### src/rtl/ddr2_cmd_pkg.sv
// Shared constants and carrier types for the DDR2 command decoder and bank state logic
package ddr2_cmd_pkg;

    // ----------------------------------------------------------------
    // Geometry
    // ----------------------------------------------------------------
    localparam int NUM_BANKS  = 8;
    localparam int BANK_W     = 3;
    localparam int ADDR_W     = 14;
    localparam int COL_W      = 10;
    localparam int AP_BIT     = 10;
    localparam int AL_MAX     = 6;
    localparam int CNT_W      = 8;

    // ----------------------------------------------------------------
    // Timing (ns) and derived clock counts at 50 MHz
    // ----------------------------------------------------------------
    localparam int CLK_PERIOD_PS = 20000;
    localparam int TRAS_NS       = 45;
    localparam int TRTP_NS       = 8;
    localparam int TRFC_NS       = 128;
    localparam int TREFI_NS      = 7800;

    // Least times round up, never below one cycle
    localparam int TRAS_CK  = (TRAS_NS * 1000 + CLK_PERIOD_PS - 1) / CLK_PERIOD_PS;
    localparam int TRTP_CK  = ((TRTP_NS * 1000 + CLK_PERIOD_PS - 1) / CLK_PERIOD_PS < 1) ? 1
                              : (TRTP_NS * 1000 + CLK_PERIOD_PS - 1) / CLK_PERIOD_PS;
    localparam int TRFC_CK  = (TRFC_NS * 1000 + CLK_PERIOD_PS - 1) / CLK_PERIOD_PS;
    // Refresh interval is a longest time: round down
    localparam int TREFI_CK = (TREFI_NS * 1000) / CLK_PERIOD_PS;

    // ----------------------------------------------------------------
    // Reset values
    // ----------------------------------------------------------------
    localparam logic [NUM_BANKS-1:0] BANK_OPEN_RST = 8'h00;

    // ----------------------------------------------------------------
    // Carriers
    // ----------------------------------------------------------------
    typedef struct packed {
        logic              cs_n;
        logic              ras_n;
        logic              cas_n;
        logic              we_n;
        logic [BANK_W-1:0] ba;
        logic [ADDR_W-1:0] addr;
    } cmd_pins_t;

    typedef struct packed {
        logic              valid;
        logic              write;
        logic              auto_pre;
        logic [BANK_W-1:0] bank;
        logic [COL_W-1:0]  col;
    } col_cmd_t;

    typedef struct packed {
        logic              valid;
        logic [BANK_W-1:0] bank;
        logic [ADDR_W-1:0] row;
    } act_cmd_t;

    typedef enum logic {
        ST_RUN,
        ST_SELF_REF
    } pwr_state_t;

endpackage

### src/rtl/ddr2_cmd_bank.sv
// DDR2 command decoder, posted column delay, bank state and self refresh control
// Function
// RQ1: ACT decodes on CS,RAS low, CAS,WE high; bank from BA, row A0-A13.
// RQ2: Column command to a bank accepted the cycle after its activate.
// RQ3: Column commands held internally for additive latency 0 to 6 clocks.
// RQ4: Controller precharges a bank before reactivating; honours tRAS and tRP.
// RQ5: Controller spaces activates to one bank by at least tRC.
// RQ6: Controller spaces activates between banks by at least tRRD.
// RQ7: Controller issues at most four activates per rolling tFAW window.
// RQ8: After precharge all, controller waits tRP clocks plus one clock.
// RQ9: Read decodes on CS,CAS low, RAS,WE high; column from A0-A9.
// RQ10: Write decodes on CS,CAS,WE low, RAS high; column from A0-A9.
// RQ11: A10 high with read or write selects auto-precharge; low keeps row open.
// RQ12: Read auto-precharge starts AL+BL/2 after command, once tRAS, tRTP met.
// RQ13: Write auto-precharge starts after burst end plus write recovery.
// RQ14: Precharge with A10 high closes every bank, bank inputs ignored.
// RQ15: Controller turns termination off before self refresh, holds CKE low. The model drives no termination pin, only CKE.
// RQ16: Self refresh uses internal timer, DLL off, inputs but CKE ignored.
// RQ17: Controller may stop clock one cycle after entry; restarts before exit.
// RQ18: Controller sends only NOP or deselect during tXSNR after exit.
// RQ19: Controller keeps CKE high through tXSRD unless re-entering.
// RQ20: Controller issues one refresh after exit before self refresh again.
// RQ21: Auto refresh leaves all banks idle; busy for tRFC.
// RQ22: Controller keeps refresh gaps under nine times tREFI.
// RQ23: Deselect and NOP cause no state change.
// RQ24: Each of eight banks tracked as idle or open.
`timescale 1ns/1ps
`default_nettype none

module ddr2_cmd_bank
    import ddr2_cmd_pkg::*;
#(
    parameter int NB = NUM_BANKS        // Bank count
) (
    input  wire logic            clk_i,         // 50 MHz command clock
    input  wire logic            rst_n_i,       // Synchronous reset, active low
    input  wire logic            cke_i,         // Clock enable pin
    input  wire cmd_pins_t       cmd_i,         // Command, bank and address pins
    input  wire logic [2:0]      al_i,          // Additive latency 0..6
    input  wire logic [3:0]      cl_i,          // CAS latency in clocks
    input  wire logic [3:0]      wr_i,          // Write recovery in clocks
    input  wire logic            bl8_i,         // Burst length 8 when high, else 4
    output act_cmd_t             act_o,         // Activate seen, one-cycle pulse
    output col_cmd_t             col_o,         // Column command after AL, pulse
    output logic [NB-1:0]        bank_open_o,   // Per-bank open row flag
    output logic [NB-1:0]        pre_o,         // Banks closed this cycle, pulse
    output logic                 ref_busy_o,    // Auto refresh in progress
    output logic                 self_ref_o,    // In self refresh
    output logic                 dll_en_o,      // DLL enabled
    output logic                 int_ref_o      // Internal refresh tick, pulse
);

    // ----------------------------------------------------------------
    // Command decode
    // ----------------------------------------------------------------
    pwr_state_t state_ff;
    logic       cke_prev_ff;
    logic       cmd_en;
    logic       is_act;
    logic       is_rd;
    logic       is_wr;
    logic       is_pre;
    logic       is_pre_all;
    logic       is_ref;
    logic       sr_entry;
    logic       sr_exit;

    // Commands only count with CKE high on this and the previous edge
    assign cmd_en     = (state_ff == ST_RUN) && cke_prev_ff && cke_i && !cmd_i.cs_n;   // RQ23
    assign is_act     = cmd_en && !cmd_i.ras_n && cmd_i.cas_n && cmd_i.we_n;           // RQ1
    assign is_rd      = cmd_en && cmd_i.ras_n && !cmd_i.cas_n && cmd_i.we_n;           // RQ9
    assign is_wr      = cmd_en && cmd_i.ras_n && !cmd_i.cas_n && !cmd_i.we_n;          // RQ10
    assign is_pre     = cmd_en && !cmd_i.ras_n && cmd_i.cas_n && !cmd_i.we_n;
    assign is_pre_all = is_pre && cmd_i.addr[AP_BIT];                                  // RQ14
    assign is_ref     = cmd_en && !cmd_i.ras_n && !cmd_i.cas_n && cmd_i.we_n;
    assign sr_entry   = (state_ff == ST_RUN) && cke_prev_ff && !cke_i && !cmd_i.cs_n
                        && !cmd_i.ras_n && !cmd_i.cas_n && cmd_i.we_n;
    assign sr_exit    = (state_ff == ST_SELF_REF) && cke_i;

    always_ff @(posedge clk_i) begin
        if (!rst_n_i) begin
            cke_prev_ff <= 1'b0;
        end else begin
            cke_prev_ff <= cke_i;
        end
    end

    // ----------------------------------------------------------------
    // Activate report
    // ----------------------------------------------------------------
    always_ff @(posedge clk_i) begin
        if (!rst_n_i) begin
            act_o <= '0;
        end else begin
            act_o.valid <= is_act;                                  // RQ1
            act_o.bank  <= cmd_i.ba;
            act_o.row   <= cmd_i.addr;
        end
    end

    // ----------------------------------------------------------------
    // Posted column commands
    // ----------------------------------------------------------------
    col_cmd_t       new_col;
    col_cmd_t       pipe_ff [AL_MAX];
    logic [2:0]     al_sel;

    assign new_col.valid    = is_rd || is_wr;                       // RQ2
    assign new_col.write    = is_wr;                                // RQ10
    assign new_col.auto_pre = cmd_i.addr[AP_BIT];                   // RQ11
    assign new_col.bank     = cmd_i.ba;
    assign new_col.col      = cmd_i.addr[COL_W-1:0];                // RQ9
    // Reserved latency code 7 behaves as the largest supported value
    assign al_sel = (al_i > 3'(AL_MAX)) ? 3'(AL_MAX) : al_i;

    always_ff @(posedge clk_i) begin
        if (!rst_n_i) begin
            for (int i = 0; i < AL_MAX; i++) begin
                pipe_ff[i] <= '0;
            end
        end else begin
            pipe_ff[0] <= new_col;
            for (int i = 1; i < AL_MAX; i++) begin
                pipe_ff[i] <= pipe_ff[i-1];
            end
        end
    end

    always_ff @(posedge clk_i) begin
        if (!rst_n_i) begin
            col_o <= '0;
        end else if (al_sel == 3'h0) begin
            col_o <= new_col;
        end else begin
            col_o <= pipe_ff[al_sel - 3'h1];                        // RQ3
        end
    end

    // ----------------------------------------------------------------
    // Per-bank state and auto-precharge timing
    // ----------------------------------------------------------------
    logic [CNT_W-1:0] rd_ap_cnt;
    logic [CNT_W-1:0] wr_ap_cnt;
    logic [CNT_W-1:0] half_bl;
    logic [NB-1:0]    close_ap;
    logic [NB-1:0]    ras_met;

    assign half_bl   = bl8_i ? CNT_W'(4) : CNT_W'(2);
    // Read: AL + BL/2, pushed out if tRTP from the internal read is longer
    assign rd_ap_cnt = (half_bl > CNT_W'(TRTP_CK)) ? CNT_W'(al_sel) + half_bl
                       : CNT_W'(al_sel) + CNT_W'(TRTP_CK);                       // RQ12
    // Write: WL + BL/2 + WR, with WL = AL + CL - 1
    assign wr_ap_cnt = CNT_W'(al_sel) + CNT_W'(cl_i) - CNT_W'(1) + half_bl
                       + CNT_W'(wr_i);                                           // RQ13

    for (genvar b = 0; b < NB; b++) begin : g_bank
        logic [CNT_W-1:0] ras_cnt_ff;
        logic [CNT_W-1:0] ap_cnt_ff;
        logic             ap_arm_ff;
        logic             hit;

        assign hit        = (cmd_i.ba == BANK_W'(b));
        assign ras_met[b] = (ras_cnt_ff >= CNT_W'(TRAS_CK));
        // Hold at the last count until tRAS is satisfied
        assign close_ap[b] = ap_arm_ff && (ap_cnt_ff == CNT_W'(1)) && ras_met[b];   // RQ12

        always_ff @(posedge clk_i) begin
            if (!rst_n_i) begin
                ras_cnt_ff <= '0;
            end else if (is_act && hit) begin
                // Activate edge itself is the first active cycle
                ras_cnt_ff <= CNT_W'(1);
            end else if (!ras_met[b]) begin
                ras_cnt_ff <= ras_cnt_ff + CNT_W'(1);
            end
        end

        always_ff @(posedge clk_i) begin
            if (!rst_n_i) begin
                ap_arm_ff <= 1'b0;
                ap_cnt_ff <= '0;
            end else if ((is_rd || is_wr) && hit && cmd_i.addr[AP_BIT]
                         && bank_open_o[b]) begin
                ap_arm_ff <= 1'b1;                                                  // RQ11
                ap_cnt_ff <= is_wr ? wr_ap_cnt : rd_ap_cnt;                         // RQ13
            end else if (close_ap[b] || is_pre_all || is_ref
                         || (is_pre && hit)) begin
                ap_arm_ff <= 1'b0;
            end else if (ap_arm_ff && ap_cnt_ff > CNT_W'(1)) begin
                ap_cnt_ff <= ap_cnt_ff - CNT_W'(1);
            end
        end

        always_ff @(posedge clk_i) begin
            if (!rst_n_i) begin
                bank_open_o[b] <= BANK_OPEN_RST[b];
                pre_o[b]       <= 1'b0;
            end else begin
                pre_o[b] <= bank_open_o[b] && (close_ap[b] || is_pre_all || is_ref
                                               || (is_pre && hit));
                if (is_act && hit) begin
                    bank_open_o[b] <= 1'b1;                                         // RQ24
                end else if (close_ap[b] || is_pre_all || is_ref
                             || (is_pre && hit)) begin
                    bank_open_o[b] <= 1'b0;                                         // RQ14
                end
            end
        end

        chk_rd_ap: assert property (@(posedge clk_i) disable iff (!rst_n_i) // RQ12
            (is_rd && hit && cmd_i.addr[AP_BIT] && bank_open_o[b] && al_i == 3'h0 && !bl8_i
             && TRTP_CK <= 2) |-> ##2 close_ap[b] ##1 !bank_open_o[b])
            else $error("read auto-precharge at wrong edge");

        chk_wr_ap: assert property (@(posedge clk_i) disable iff (!rst_n_i) // RQ13
            (is_wr && hit && cmd_i.addr[AP_BIT] && bank_open_o[b] && al_i == 3'h0 && !bl8_i
             && cl_i == 4'h3 && wr_i == 4'h2)
            ##1 (!is_pre && !is_ref && !is_act) [*5]
            |=> bank_open_o[b] ##1 !bank_open_o[b])
            else $error("write auto-precharge timing wrong");
    end

    // ----------------------------------------------------------------
    // Auto refresh busy window
    // ----------------------------------------------------------------
    logic [CNT_W-1:0] rfc_cnt_ff;

    always_ff @(posedge clk_i) begin
        if (!rst_n_i) begin
            rfc_cnt_ff <= '0;
            ref_busy_o <= 1'b0;
        end else if (is_ref) begin
            rfc_cnt_ff <= CNT_W'(TRFC_CK);                          // RQ21
            ref_busy_o <= 1'b1;
        end else if (rfc_cnt_ff > CNT_W'(1)) begin
            rfc_cnt_ff <= rfc_cnt_ff - CNT_W'(1);
        end else begin
            rfc_cnt_ff <= '0;
            ref_busy_o <= 1'b0;
        end
    end

    // ----------------------------------------------------------------
    // Self refresh
    // ----------------------------------------------------------------
    logic [12:0] refi_cnt_ff;

    always_ff @(posedge clk_i) begin
        if (!rst_n_i) begin
            state_ff   <= ST_RUN;
            self_ref_o <= 1'b0;
            dll_en_o   <= 1'b1;
        end else begin
            unique case (state_ff)
                ST_RUN: begin
                    if (sr_entry) begin
                        state_ff   <= ST_SELF_REF;
                        self_ref_o <= 1'b1;
                        dll_en_o   <= 1'b0;                         // RQ16
                    end
                end
                ST_SELF_REF: begin
                    if (sr_exit) begin
                        state_ff   <= ST_RUN;
                        self_ref_o <= 1'b0;
                        dll_en_o   <= 1'b1;                         // RQ16
                    end
                end
            endcase
        end
    end

    // Internal timer runs only while the device refreshes itself
    always_ff @(posedge clk_i) begin
        if (!rst_n_i) begin
            refi_cnt_ff <= '0;
            int_ref_o   <= 1'b0;
        end else if (state_ff == ST_SELF_REF) begin
            int_ref_o <= (refi_cnt_ff == 13'(TREFI_CK - 1));        // RQ16
            if (refi_cnt_ff == 13'(TREFI_CK - 1)) begin
                refi_cnt_ff <= '0;
            end else begin
                refi_cnt_ff <= refi_cnt_ff + 13'h1;
            end
        end else begin
            refi_cnt_ff <= '0;
            int_ref_o   <= 1'b0;
        end
    end

    // ----------------------------------------------------------------
    // Checks
    // ----------------------------------------------------------------
    chk_act_opens: assert property (@(posedge clk_i) disable iff (!rst_n_i) // RQ1
        is_act |=> act_o.valid && bank_open_o[act_o.bank])
        else $error("activate did not open its bank");

    chk_col_next: assert property (@(posedge clk_i) disable iff (!rst_n_i) // RQ2
        (is_act && al_i == 3'h0) ##1 (is_rd && al_i == 3'h0) |=> col_o.valid)
        else $error("column after activate not accepted");

    chk_al_delay: assert property (@(posedge clk_i) disable iff (!rst_n_i) // RQ3
        (is_rd && al_i == 3'h2) ##1 (al_i == 3'h2) [*2] |=> col_o.valid && !col_o.write)
        else $error("read not held for additive latency");

    chk_pre_all: assert property (@(posedge clk_i) disable iff (!rst_n_i) // RQ14
        is_pre_all |=> bank_open_o == '0)
        else $error("precharge all left a bank open");

    chk_ref_idle: assert property (@(posedge clk_i) disable iff (!rst_n_i) // RQ21
        is_ref |=> bank_open_o == '0 && ref_busy_o)
        else $error("refresh left a bank open");

    chk_sr_dll: assert property (@(posedge clk_i) disable iff (!rst_n_i) // RQ16
        sr_entry |=> !dll_en_o && self_ref_o && !act_o.valid)
        else $error("self refresh entry wrong");

    chk_desel_quiet: assert property (@(posedge clk_i) disable iff (!rst_n_i) // RQ23
        (cmd_i.cs_n || (cmd_i.ras_n && cmd_i.cas_n && cmd_i.we_n))
        |=> !act_o.valid && !$rose(ref_busy_o))
        else $error("deselect or nop changed state");

endmodule

`default_nettype wire

### config.mk
export PLATFORM = sky130hd
export DESIGN_NAME = ddr2_cmd_bank
export DESIGN_NICKNAME = d
export VERILOG_FILES = /design/src/rtl/ddr2_cmd_pkg.sv /design/src/rtl/ddr2_cmd_bank.sv
export SDC_FILE = /design/constraint.sdc
export NUM_CORES = 1
export LEC_CHECK = 0
export ABC_CLOCK_PERIOD_IN_PS = 6750
export BUFFER_PORTS_ARGS = -buffer_cell sky130_fd_sc_hd__buf_2
export CORE_ASPECT_RATIO = 0.7
export CORE_MARGIN = 2
export CORE_UTILIZATION = 45
export DETAILED_ROUTE_END_ITERATION = 6
export PLACE_DENSITY = 0.68
export SYNTH_ARGS = -nofsm -noshare
export SYNTH_HDL_FRONTEND = slang
export SYNTH_SLANG_ARGS = --single-unit
### constraint.sdc
create_clock -name clk_i -period 6.75 [get_ports clk_i]
set_input_delay 1.35 -clock clk_i [delete_from_list [all_inputs] [get_ports clk_i]]
set_output_delay 1.35 -clock clk_i [all_outputs]
set_load 0.03 [all_outputs]
# Word level (Yosys, flattened, before mapping)

Memory sizes are Yosys's and may differ from the RTL's.
Index checks and enable logic that the tools add are counted.

Input bits: 36
Memories: 1
Register bits after elaboration: 213
Output and inout port bits: 54
Memory bits (writable): 96
Word-level logic and storage cells: 412

$lt $le $gt $ge: 19
Bitwise gates (word level): 9
Eq/ne operators: 35
Multiplexer cells: 90
Add/subtract/negate cells: 25
Reductions and logical operators: 168

Memory list:

| memory  | words | width | read ports | clocked after memory_dff | write ports | RTL line             | text |
|---|---|---|---|---|---|---|---|
| pipe_ff | 6     | 16    | 6          | 0                        | 6           | ddr2_cmd_bank.sv:105 | `col_cmd_t pipe_ff [AL_MAX];` |

Operators by type and width:

| operator                                                              | count |
|---|---|
| 8-bit 2-to-1 mux                                                      | 25 |
| 16-bit 2-to-1 mux                                                     | 7 |
| 1-bit logical AND                                                     | 92 |
| 8-bit by 1-bit > comparator with 1-bit output, second input constant  | 9 |
| 8-bit by 1-bit subtractor with 8-bit output, second input constant    | 9 |
| 8-bit by 1-bit adder with 8-bit output, second input constant         | 8 |
| 8-bit by 1-bit == test with 1-bit output, second input constant       | 8 |
| 8-bit by 2-bit >= comparator with 1-bit output, second input constant | 8 |
| 1-bit 2-to-1 mux                                                      | 50 |
| 2-bit nonzero test                                                    | 24 |
| 1-bit logical OR                                                      | 25 |
| 2-bit != test, second input constant                                  | 10 |
| 2-bit AND reduction                                                   | 10 |
| 2-bit by 1-bit != test with 1-bit output, second input constant       | 9 |
| 2-bit OR reduction                                                    | 8 |
| 13-bit by 1-bit adder with 13-bit output, second input constant       | 1 |
| 13-bit by 9-bit == test with 1-bit output, second input constant      | 1 |
| 3-bit == test, second input constant                                  | 4 |
| 3-bit 2-to-1 mux                                                      | 4 |
| 7-bit by 5-bit adder with 8-bit output                                | 1 |
| 6-bit by 4-bit adder with 7-bit output                                | 1 |
| 3-bit by 2-bit == test with 1-bit output, second input constant       | 2 |
| 3-bit zero test                                                       | 2 |
| 1-bit bitwise OR                                                      | 6 |
| 13 further kinds                                                      | 22 |

# Logic depth before layout (Yosys ltp)

Gate-level depths: netlist of run 1.

Word-level depth: 13
Mapped depth: 17
Gate-level depth less buffers: 16

# Worst setup path after synthesis of run 1

OpenSTA, ideal clock, no wires.

Path kind: in2reg
Start point: input al_i[0]
End point: register g_bank[1].ap_cnt_ff[5]
Path buffers: 2
Arrival time: 4.983 ns
Path slack: 1.678 ns
Setup time: 0.088 ns
Data required time: 6.662 ns
Cell stages on the path: 17
Cells stage by stage: buf_2 -> buf_2 -> o21ai_0 -> ha_1 -> inv_1 -> ha_1 -> inv_1 -> fa_1 -> inv_1 -> fa_1 -> inv_1 -> fa_1 -> nor2b_1 -> o21ai_0 -> a221oi_1 -> nor3_1 -> a311oi_2

Longest elaborated chain between the ends: 8

Ends and longest elaborated chain:

| item                                            | RTL line             | text |
|---|---|---|
| from (decl)                                     | ddr2_cmd_bank.sv:39  | `input wire logic [2:0] al_i,` |
| 3-bit > comparator                              | ddr2_cmd_bank.sv:114 | `assign al_sel = (al_i > 3'(AL_MAX)) ? 3'(AL_MAX) : al_i;` |
| 3-bit 2-to-1 mux (*)                            | ddr2_cmd_bank.sv:114 |  |
| 3-bit by 4-bit adder with 5-bit output (*)      | ddr2_cmd_bank.sv:153 | `assign wr_ap_cnt = CNT_W'(al_sel) + CNT_W'(cl_i) - CNT_W'(1) + half_bl` |
| 5-bit by 1-bit subtractor with 6-bit output (*) | ddr2_cmd_bank.sv:153 |  |
| 6-bit by 4-bit adder with 7-bit output (*)      | ddr2_cmd_bank.sv:153 |  |
| 7-bit by 5-bit adder with 8-bit output (*)      | ddr2_cmd_bank.sv:154 | `+ CNT_W'(wr_i);` |
| 8-bit 2-to-1 mux (*)                            | ddr2_cmd_bank.sv:185 | `ap_cnt_ff <= is_wr ? wr_ap_cnt : rd_ap_cnt;` |
| 8-bit 2-to-1 mux (*)                            | ddr2_cmd_bank.sv:182 | `end else if ((is_rd \|\| is_wr) && hit && cmd_i.addr[AP_BIT]` |
| to (signal assigned)                            | ddr2_cmd_bank.sv:185 |  |
| to (signal assigned)                            | ddr2_cmd_bank.sv:190 | `ap_cnt_ff <= ap_cnt_ff - CNT_W'(1);` |
| to (decl)                                       | ddr2_cmd_bank.sv:158 | `logic [CNT_W-1:0] ap_cnt_ff;` |

Mark *: on every way between the ends. The rest lies on a longest branch, timed or not.
A chain may end at the register's enable or synchronous reset.

# Worst setup path after layout of run 1

Start point: input al_i[2]
End point: register g_bank[3].ap_cnt_ff[5]

Longest elaborated chain between the ends: 8

Ends and longest elaborated chain:

| item                                            | RTL line |
|---|---|
| 3-bit > comparator                              | ddr2_cmd_bank.sv:114 |
| 3-bit 2-to-1 mux (*)                            | ddr2_cmd_bank.sv:114 |
| 3-bit by 4-bit adder with 5-bit output (*)      | ddr2_cmd_bank.sv:153 |
| 5-bit by 1-bit subtractor with 6-bit output (*) | ddr2_cmd_bank.sv:153 |
| 6-bit by 4-bit adder with 7-bit output (*)      | ddr2_cmd_bank.sv:153 |
| 7-bit by 5-bit adder with 8-bit output (*)      | ddr2_cmd_bank.sv:154 |
| 8-bit 2-to-1 mux (*)                            | ddr2_cmd_bank.sv:185 |
| 8-bit 2-to-1 mux (*)                            | ddr2_cmd_bank.sv:182 |
| to (signal assigned)                            | ddr2_cmd_bank.sv:185 |
| to (signal assigned)                            | ddr2_cmd_bank.sv:190 |
| to (decl)                                       | ddr2_cmd_bank.sv:158 |

Marks and branches as above.

==> results of run 1 <==
-- layout by cell type (no fill, tap or decap), types with 30 or more instances in the layout --
master / count
mux2i_1: 40
buf_2: 88
o21ai_0: 98
dfxtp_1: 295
nor2_1: 69
nor4_1: 31
and2_1: 134
nor3_1: 30
a21oi_1: 74
inv_1: 51
xor2_1: 44
ha_1: 42
nand2_1: 85
-- per-layer routing --
metal / global-route usage / wire length (um) / vias up / share of wire
met2: 0.287 / 12700 / 257 / 0.42
met3: 0.0428 / 1840 / 58 / 0.062
met1: 0.290 / 14600 / 4585 / 0.49
met4: 0.0568 / 749 / 0 / 0.025
li1: - / - / 4954 / -
met5: 0 / 0 / - / 0
-- registers in the layout, indices dropped and copies added, names as in the netlist, 8 cells and up --
name,count
act_o,17
bank_open_o,8
col_o,16
g_bank.ap_arm_ff,8
g_bank.ap_cnt_ff,64
g_bank.ras_cnt_ff,64
pipe_ff,83
pre_o,8
refi_cnt_ff,13
rfc_cnt_ff,8
-- worst max-delay path, stage by stage --
cell and delay [ps]:
buf_2 110, inv_2 420, o21ai_0 300, ha_1 250
inv_1 50, ha_1 150, inv_1 50, fa_1 480
inv_1 50, fa_1 500, inv_1 70, fa_1 450
nor2b_1 170, o21ai_0 140, a221oi_1 680, nor3_1 130
a311oi_2 270
-- worst max path at each step --
stage | endpoint | slack, ps | depth (start not counted)
after floorplan | g_bank[1].ap_cnt_ff[5] | 1680 | 17
after global placement | g_bank[3].ap_cnt_ff[5] | 1250 | 17
after detailed placement | g_bank[3].ap_cnt_ff[5] | 1100 | 17
after CTS | g_bank[3].ap_cnt_ff[5] | 1660 | 17
after global routing | g_bank[3].ap_cnt_ff[5] | 1420 | 17
final | g_bank[3].ap_cnt_ff[5] | 1610 | 17
-- logic make-up (layout without fill, tap and decap cells) --
group / Yosys count / after routing
buf+inv: 127 / 204
simple gates: 489 / 489
xor+xnor: 67 / 67
compound gates: 282 / 282
flops: 295 / 295
fa+ha+maj: 47 / 47
mux: 60 / 60
-- layout make-up --
type,count,area [um^2],share of cell area
inverter,53,199,0.0136
clock inverter,16,250,0.0171
multi-input combinational,945,6520,0.445
clock buffer,38,810,0.0552
timing repair buffer,97,508,0.0347
sequential,295,5910,0.403
tap,371,464,0.0317
-- power by group --
part	leakage (nW)	switching [mW]	internal [mW]
registers	2.39	0.0358	1.80
clock network	0.520	0.700	1.08
logic	3.04	0.231	0.159
total	5.96	0.967	3.03
==> metrics.md, run 1 <==
| Metric | Value |
|---|---|
| Status | `finished clean` |
| Nets | `1,504` |
| CP Max Fanout | `18` |
| F_max | `194 MHz` |
| Worst Hold End | `pipe_ff[3][11]` |
| Adder-cell area share of the yosys netlist | `0.0482` |
| Wire per inst | `16.5 um` |
| Sequential fraction of the synthesis area | `0.455` |
| Leading area contributor after synthesis | `dfxtp_1` |
| Unrepaired setup endpoints after global routing | `no` |
| Post-synth EDFFs | `0` |
| Hold_sp | `pipe_ff[2][11]` |
| Drt total wl | `29,900 um` |
| Core area | `~28,000 um^2` |
| Dominant synthesized flop cell | `dfxtp_1` |
| Clock latency on the worst-skew pair | `570 ps` |
| FF+latch count, synth | `295` |
| Hold path depth | `1` |
| Area after DPL | `13,600 um^2` |
| VDD IR-drop max | `about 230 uV` |
| Max_slew headroom | `0.368` |
| Synth Area in Compound Gates | `0.136` |
| DP Worst Slack | `1100 ps` |
| Reg2reg setup slack | `4000 ps` |
| Crit path DAT | `5630 ps` |
| RD Place Congestion | `0.903` |
| Initial antenna violation count | `2` |
| Mapped Avg Cell Area | `9.50 um^2` |
| Yosys warning count | `0` |
| Min-delay worst type | `register to register` |
| DP Cell Count | `1,761` |
| Area Overhead vs Synth | `12.9%` |
| Fin. Hold Viols | `0` |
| R2R depth | `5` |
| Row Count | `slightly above 50` |
| PD cells | `273 nW/um^2` |
| Most numerous cell in the Yosys netlist | `dfxtp_1` |
| First-pass GRT wire length | `49,400 um` |
| Starting Density | `0.463` |
| ANT cells | `0` |
| Total power | `4.00 mW` |
| Vias | `just under 10,000` |
| PostCTS Resize Cnt | `0` |
| Die footprint | `30,300 um^2` |
| Clock Skew | `around 9 ps` |
| Crit Reg-Reg Endpoint | `g_bank[2].ap_cnt_ff[5]` |
| Max_cap viols | `0` |
| Ports | `90` |
| Design area | `~15,000 um^2` |
| Setup tns final | `0 ps` |
| Post-synth top area share | `0.455` |
| HPWL Detailed | `a little under 20,000 um` |
| CTS buffer count | `29` |
| Final design utilization | `0.522` |
| Gr usage total | `0.196` |
| Post-synth top cells | `dfxtp_1 (295), and2_1 (134), o21ai_0 (98)` |
| Cts hold-fix bufs | `0` |
| IO buf count | `89` |
| Cell area after synthesis | `between 10,000 and 15,000 um^2` |
| Largest net degree at the start of global routing | `82` |
| Netlist cell types | `74` |
| Post-CTS setup buffers | `0` |
| Final setup viols | `0` |
| Mapped Nets | `about 1,500` |
| Mux cell area share after synthesis | `0.0602` |
| Worst r2r src | `state_ff` |
| WHS | `447 ps` |
| Antenna Nets Post-Route | `0` |
| Layout cells sized above 1 | `0.145` |
| Req. time, crit path | `roughly 7200 ps` |
| Clock root buffer master | `clkbuf_16` |
| Critical path class | `input pin to register` |
| Fraction of registers with async set/reset | `0` |
| Simple logic cell fraction of the synthesized area | `0.213` |
| Max Slew Vio Count | `0` |
| # DRC | `0` |
| Leak | `about 6 nW` |
| Die H | `146 um` |
| Largest family of logic cells by synthesized area | `simple AND/OR/NAND/NOR gates` |
| Clock transition at path regs | `approximately 70 ps` |
| Htree depth | `1` |
| Startpoint Class | `input pin` |
| Top cells by area, synth | `dfxtp_1 (45%), and2_1 (6.5%), ha_1 (4.0%), o21ai_0 (3.8%), mux2i_1 (3.2%)` |
| Total grt overflow | `0` |
| Tmin final | `5140 ps` |
| Drt first pass iters | `6` |
| Fin cells | `1,815` |
| Crit end category | `register` |
| Fillers | `2,585` |
| Worst Setup SP | `al_i[2]` |
| Crit share post-route | `0.762` |
| Via density | `between 5 and 6` |
| Initial drt markers | `between 500 and 600` |
| Post-Syn Instances | `1,367` |
| CTS tree | `done` |
| Clock tree buffer depth | `3` |
| XOR/XNOR Fraction of Synth Area | `0.0452` |
| Die span in x | `207 um` |
| TritonCTS Sinks | `slightly below 300` |
| Slew @ Worst Pin | `929 ps` |
| Final worst-path setup slack | `1610 ps` |
| Via count of the first global-routing pass | `9,408` |
Power figures use the tool's default switching activity.
==> run 2, diff against run 1 <==
- ABC_AREA: default -> 1
- ABC_CLOCK_PERIOD_IN_PS: 6750 -> 4180
- PLACE_DENSITY: 0.68 -> 0.71
- clock period: 6.75 -> 4.18 ns (I/O delays scaled with it)
==> run 2 against run 1 <==
Cell area increased by 6.2%. Setup slack got worse by 1100 ps. Sequential power is 63% higher. Critical path type unchanged. Largest cell class unchanged.
==> metrics.md, run 2 <==
| Metric | Value |
|---|---|
| Layout cells sized above 1 | `0.109 (-0.0354)` |
| Number of flip-flops under the largest register name | `83 (unchanged)` |
| Crit share post-route | `0.883` |
| WHS | `424 ps (-22.7 ps)` |
| Wire per inst | `14.0 um (-15%)` |
| Max_cap viols | `0 (unchanged)` |
| Clock latency on the worst-skew pair | `570 ps (about the same)` |
| Max incr delay on CP | `500 ps (-180 ps)` |
| Area Overhead vs Synth | `12.5%` |
| Starting Density | `0.460 (-0.00297)` |
| Gr usage total | `0.214 (+0.0173)` |
| Antenna Nets Post-Route | `0 (unchanged)` |
| Adder-cell area share of the yosys netlist | `0.0452 (-0.00296)` |
| Crit-path most repeated cell | `inv_1` |
| CTS tree | `done` |
| Slowest-stage cell, CP | `fa_1` |
| Unrepaired setup endpoints after global routing | `no` |
| VDD IR-drop max | `255 uV (+11%)` |
| Most flops, register | `pipe_ff` |
| Fraction of registers with async set/reset | `0 (unchanged)` |
| Crit path DAT | `4190 ps (-1440 ps)` |
| Hold_sp | `g_bank[1].ras_cnt_ff[3]` |
| Clock Skew | `15.8 ps (+6.72 ps)` |
| Post-Syn Instances | `1,930 (+41%)` |
| Largest registers | `pipe_ff x83, g_bank.ap_cnt_ff x64, g_bank.ras_cnt_ff x64` |
| F_max | `roughly 270 MHz` |
| Via count of the first global-routing pass | `11,200 (+20%)` |
| Most common cell after layout, fill and taps aside | `nand2_1` |
| Cts hold-fix bufs | `0 (unchanged)` |
| Die span in x | `214 um (+3.2%)` |
| CTS buffer count | `29 (unchanged)` |
| Mapped Nets | `2,013 (+39%)` |
| Min-delay worst type | `register to register` |
| # DRC | `0 (unchanged)` |
| Vias | `12,100 (+23%)` |
| Initial antenna violation count | `1 (-1)` |
| RD Place Congestion | `0.897 (-0.66%)` |
| PostCTS Resize Cnt | `0 (unchanged)` |
| Clock transition at path regs | `60 ps (about the same)` |
| Post-synth top cells | `nand2_1 (420), dfxtp_1 (295), nor2_1 (294)` |
| Final setup viols | `0 (unchanged)` |
| Nets | `2,083 (+38%)` |
| Critical path class | `input pin to register` |
| XOR/XNOR Fraction of Synth Area | `0.0380 (-0.00720)` |
| Mux cell area share after synthesis | `0.00362 (-0.0566)` |
| Req. time, crit path | `4680 ps (-2550 ps)` |
| Netlist cell types | `48 (-35%)` |
| Startpoint Class | `input pin` |
| Die footprint | `32,200 um^2 (+6.4%)` |
| CP Max Fanout | `6 (-12)` |
| Area after DPL | `14,600 um^2 (+7.5%)` |
| Drt first pass iters | `7 (+1)` |
| FF+latch count, synth | `295 (unchanged)` |
| Row Count | `53 (+3.9%)` |
| Tmin final | `3690 ps` |
| First-pass GRT wire length | `55,600 um (+12%)` |
| Core area | `30,100 um^2 (+7.2%)` |
| Worst r2r src | `state_ff` |
| Post-CTS setup buffers | `0 (unchanged)` |
| Cell area after synthesis | `13,800 um^2 (+6.5%)` |
| DP Cell Count | `2,381 (+35%)` |
| Total grt overflow | `0 (unchanged)` |
| Max Slew Vio Count | `0 (unchanged)` |
| IO buf count | `89 (unchanged)` |
| Via density | `4.99 (-8.1%)` |
| Drt total wl | `34,000 um (+14%)` |
| Mapped Avg Cell Area | `7.17 um^2 (-25%)` |
| Initial drt markers | `1,025 (+72%)` |
| TritonCTS Sinks | `295 (unchanged)` |
| Post-synth top area share | `0.427 (-0.0279)` |
| Yosys warning count | `0 (unchanged)` |
| Fin cells | `2,435 (+34%)` |
| Slew @ Worst Pin | `803 ps (-126 ps)` |
| Clock tree buffer depth | `3 (unchanged)` |
| Top cells by area, synth | `dfxtp_1 (43%), nand2_1 (11%), nor2_1 (8.0%), inv_1 (7.6%), ha_1 (3.8%)` |
| Max_slew headroom | `0.464 (+0.0952)` |
| Die H | `151 um (+3.1%)` |
| Simple logic cell fraction of the synthesized area | `0.284 (+0.0714)` |
| Leading area contributor after synthesis | `dfxtp_1` |
| Ports | `90 (unchanged)` |
| Dominant synthesized flop cell | `dfxtp_1` |
| HPWL Detailed | `23,600 um (+21%)` |
| PD cells | `405 nW/um^2 (+48%)` |
| Design area | `15,600 um^2 (+6.2%)` |
| Largest family of logic cells by synthesized area | `simple AND/OR/NAND/NOR gates` |
| Post-synth EDFFs | `0 (unchanged)` |
| Most numerous cell in the Yosys netlist | `nand2_1` |
| Synth Area in Compound Gates | `0.0971 (-0.0386)` |
| Leak | `7.87 nW (+32%)` |
| Status | `finished clean` |
| Most frequent cells in the layout | `nand2_1 (419), dfxtp_1 (295), nor2_1 (293)` |
| Worst Setup SP | `al_i[1]` |
| Largest net degree at the start of global routing | `143 (+74%)` |
| Htree depth | `1 (unchanged)` |
| Crit end category | `register` |
| Sequential fraction of the synthesis area | `0.427 (-0.0279)` |
| CP Cell Sequence | `buf_2, inv_1, ha_1, inv_1, ha_1, inv_1, fa_1, inv_1, fa_1, inv_1, fa_2, nand3b_1, nand2_1, inv_1, nand2_2, nand2_1, nor2_2, nor2_1, nor2_1, a21oi_1, nor2_1` |
| Fin. Hold Viols | `0 (unchanged)` |
| Clock root buffer master | `clkbuf_16` |
| Fillers | `2,917 (+13%)` |
run 2: cell type report:
cell class	count	area, um^2	share of cell area
Multi-Input combinational cell	1270	6480	0.416
Sequential cell	295	5910	0.379
Inverter	300	1130	0.0723
Clock buffer	43	868	0.0558
Timing Repair Buffer	104	586	0.0376
Tap cell	412	515	0.0331
Clock inverter	10	86.3	0.00554
Antenna cell	1	2.50	0.000161
run 2: final timing paths:
kind | cells after the start | slack [ps] | endpoint
worst max register to register | 10 | 2140 | g_bank[0].ap_cnt_ff[7]
worst min-delay path | 2 | 420 | g_bank[1].ras_cnt_ff[3]
worst max-delay path | 21 | 490 | g_bank[0].ap_cnt_ff[5]
worst min register to register | 2 | 420 | g_bank[1].ras_cnt_ff[3]
run 2: power breakdown:
part           total, mW  leakage (nW)  internal [mW]  switching, mW
sequential          2.98          2.39           2.92         0.0610
combinational      0.712          5.00          0.256          0.456
clock               2.61         0.478           1.50           1.12
run 2: cells by family after synthesis:
kind of cell               count (synthesis)
DFF                                      295
buffers and inverters                    365
AOI/OAI and AO/OA                        245
adders and majority gates                 47
xor gates and xnor gates                  60
muxes                                      5
and+or+nand+nor                          913
run 2: worst max-delay path, delay by kind of cell:
family                   cells  cell delay, ps
adder cells (fa/ha/maj)      5            1820
AND/OR/NAND/NOR              8             930
buffers and inverters        7             540
AO/OA/AOI/OAI                1              60
run 2: through the flow:
stage	worst slack, ps	TNS, ps	util	power (mW)
after CTS	520	0	0.517	6.36
after global routing	220	0	0.517	6.58
after detailed placement	-50.6	-136	0.485	3.75
after global placement	42.7	0	0.485	3.72
after floorplan	5.04	0	-	3.56
final	490	0	0.517	6.30
run 2: metal layers:
metal,wire (um),share of wire,track usage,vias up
li1,-,-,-,6169
met1,16200,0.48,0.306,5553
met2,14600,0.43,0.331,370
met3,2510,0.074,0.0407,54
met4,671,0.020,0.0528,0
met5,0,0,0,-
==> run 3, diff against run 2 <==
- CORE_UTILIZATION: 45 -> 55
- PLACE_DENSITY: 0.71 -> 0.82
==> run 3 against run 2 <==
Cell count decreased by 3.7%. Fmax rose by 0.32%. Register-to-register slack improved by 20 ps. Clock-buffer cell count down 4. Clock skew decreased by 6.3 ps. Clock power increased by 3%. Cell area decreased by 0.65%. Die area fell by 18%. Combinational power is 0.8% higher. Largest cell class unchanged. Largest power group unchanged. Highest routed layer is now met5.
==> metrics.md, run 3 (synthesized netlist as in run 2, its figures left out) <==
| Metric | Value |
|---|---|
| PostCTS Resize Cnt | `0 (unchanged)` |
| Delay-heaviest family, CP | `adder cells` |
| HPWL Detailed | `23,400 um (-1.1%)` |
| Final setup viols | `0 (unchanged)` |
| Gr usage total | `0.254 (+0.0400)` |
| Req. time, crit path | `4650 ps (-30 ps)` |
| Crit path DAT | `4140 ps (-50 ps)` |
| Max incr delay on CP | `520 ps (+20 ps)` |
| Crit-path most repeated cell | `inv_1` |
| DR WL met2 | `15,000 um (+2.4%)` |
| PD cells | `412 nW/um^2 (+1.8%)` |
| Most frequent cells in the layout | `nand2_1 (419), dfxtp_1 (295), nor2_1 (293)` |
| Row Count | `48 (-9.4%)` |
| Clock tree buffer depth | `3 (unchanged)` |
| Cts hold-fix bufs | `0 (unchanged)` |
| TritonCTS Sinks | `295 (unchanged)` |
| Slew @ Worst Pin | `1010 ps (+208 ps)` |
| CTS buffer count | `28 (-3.4%)` |
| Design area | `15,500 um^2 (-0.65%)` |
| Tmin final | `3680 ps (-11.7 ps)` |
| F_max | `272 MHz (+0.32%)` |
| IO buf count | `89 (unchanged)` |
| CP Max Fanout | `5 (-1)` |
| Fin. Hold Viols | `0 (unchanged)` |
| Die footprint | `26,500 um^2 (-18%)` |
| Antenna Nets Post-Route | `0 (unchanged)` |
| CP Cell Sequence | `buf_2, inv_1, ha_1, inv_1, ha_1, inv_1, fa_1, inv_1, fa_1, inv_1, fa_2, nand3b_1, nand2_1, inv_1, nand2_2, nand2_1, nor2_2, nand2_1, nand2_1, nand2_1, a21oi_1` |
| Area Overhead vs Synth | `11.8%` |
| Clock Skew | `9.49 ps (-6.29 ps)` |
| Htree depth | `1 (unchanged)` |
| Die span in x | `194 um (-9.4%)` |
| Via count of the first global-routing pass | `11,600 (+3.5%)` |
| Max Slew Vio Count | `0 (unchanged)` |
| Sequential share of power | `0.468 (-0.005)` |
| Area after DPL | `14,500 um^2 (-0.78%)` |
| Clock transition at path regs | `70 ps (about the same)` |
| Total power | `6.38 mW (+1.2%)` |
| Leak | `7.86 nW (about the same)` |
| Crit share post-route | `0.880 (-0.00280)` |
| Clock latency on the worst-skew pair | `550 ps (-20 ps)` |
| Starting Density | `0.561 (+0.101)` |
| Fillers | `2,137 (-27%)` |
| Largest net degree at the start of global routing | `167 (+17%)` |
| CP Buf/Inv Count | `7 (unchanged)` |
| Slowest-stage cell, CP | `fa_1` |
| Max Used Layer | `met5` |
| Wire per inst | `14.4 um (+3.5%)` |
| First-pass GRT wire length | `55,500 um (about the same)` |
| Initial antenna violation count | `1 (unchanged)` |
| Critical path class | `input pin to register` |
| Routed met3 length | `3090 um (+23%)` |
| # DRC | `0 (unchanged)` |
| Clock root buffer master | `clkbuf_16` |
| Crit end category | `register` |
| Vias | `12,300 (+1.6%)` |
| Status | `finished clean` |
| Gate power share | `0.113 (about the same)` |
| Metal1 wirelength | `14,900 um (-7.6%)` |
| Drt first pass iters | `6 (-1)` |
| Total grt overflow | `0 (unchanged)` |
| Nets | `2,083 (unchanged)` |
| Die H | `137 um (-9.3%)` |
| Min-delay worst type | `register to register` |
| Max_slew headroom | `0.326 (-0.138)` |
| Core area | `24,700 um^2 (-18%)` |
| Layout cells sized above 1 | `0.109 (-0.000387)` |
| CTS tree | `done` |
| Post-CTS setup buffers | `0 (unchanged)` |
| RD Place Congestion | `0.930 (+3.6%)` |
| Via density | `5.26 (+5.5%)` |
| VDD IR-drop max | `437 uV (+71%)` |
| Drt total wl | `33,900 um (-0.37%)` |
| Initial drt markers | `1,129 (+10%)` |
| P_sw | `1.64 mW (+0.38%)` |
| Ports | `90 (unchanged)` |
| Startpoint Class | `input pin` |
| Internal | `4.74 mW (+1.4%)` |
| Most flops, register | `pipe_ff` |
| Switching fraction of total power | `0.257 (-0.00199)` |
| Clock share of power | `0.420 (+0.006)` |
| Number of flip-flops under the largest register name | `83 (unchanged)` |
| Largest registers | `pipe_ff x83, g_bank.ap_cnt_ff x64, g_bank.ras_cnt_ff x64` |
| Unrepaired setup endpoints after global routing | `no` |
| ANT cells | `0 (-1)` |
| Most common cell after layout, fill and taps aside | `nand2_1` |
| Max_cap viols | `0 (unchanged)` |
[run 3: changes by cell type in the layout (fill, tap and decap cells not counted), sizes merged]
cell | before | now
bufinv | 1 | 3
clkinv | 8 | 4
diode | 1 | 0
clkinvlp | 0 | 2
clkbuf | 43 | 39
inv | 301 | 302
buf | 104 | 105
[run 3: through the flow]
| stage | setup WS (ps) | utilization | TNS (ps) | hold WS, ps | instances |
|---|---|---|---|---|---|
| floorplan | 5.04 | - | 0 | 407 | 1930 |
| detailed placement | -46.8 | 0.587 | -68.0 | 414 | 2295 |
| finish | 502 | 0.627 | 0 | 425 | 2345 |
| CTS | 521 | 0.627 | 0 | 424 | 2345 |
| global placement | 88.4 | 0.587 | 0 | 410 | 2295 |
| global route | 335 | 0.627 | 0 | 431 | 2345 |
[run 3: metal layers]
layer | global-route usage | vias to the layer above
met2 | 0.421 | 475
met5 | 0 | -
met3 | 0.0493 | 79
met1 | 0.341 | 5637
met4 | 0.0687 | 2
li1 | - | 6153
[run 3: power groups by stage]
stage | registers, mW | logic (mW) | clock network, mW
6_report | 2.98 | 0.718 | 2.68
5_1_grt | 2.99 | 0.800 | 2.82
4_1_cts | 2.98 | 0.714 | 2.71
3_5_place_dp | 3.04 | 0.709 | 0
3_3_place_gp | 3.04 | 0.680 | 0
2_1_floorplan | 3.05 | 0.504 | 0
[run 3: worst register-to-register path, stage by stage, from the launching register on]
cell and delay [ps]:
dfxtp_1 400, inv_2 60, nand2_4 100, nor2_8 70, nand3_2 260, inv_2 120
a21oi_1 240, nand4_2 320, nand2_2 250, nor2_1 60, nor2_1 100
[run 3: final cells by class]
type | count | area, um^2 | share of cell area
tap | 325 | 407 | 0.0263
inverter | 300 | 1130 | 0.0728
timing repair buffer | 105 | 581 | 0.0375
sequential | 295 | 5910 | 0.382
clock inverter | 11 | 146 | 0.00946
clock buffer | 39 | 823 | 0.0532
multi-input combinational | 1270 | 6480 | 0.419
[run 3: final timing paths]
path	to	slack (ps)	cells past startpoint	from
worst max-delay path	g_bank[6].ap_cnt_ff[5]	500	21	al_i[1]
worst min-delay path	pipe_ff[4][10]	430	2	pipe_ff[3][10]
worst max register to register	g_bank[0].ap_cnt_ff[7]	2160	10	state_ff
worst min register to register	pipe_ff[4][10]	430	2	pipe_ff[3][10]
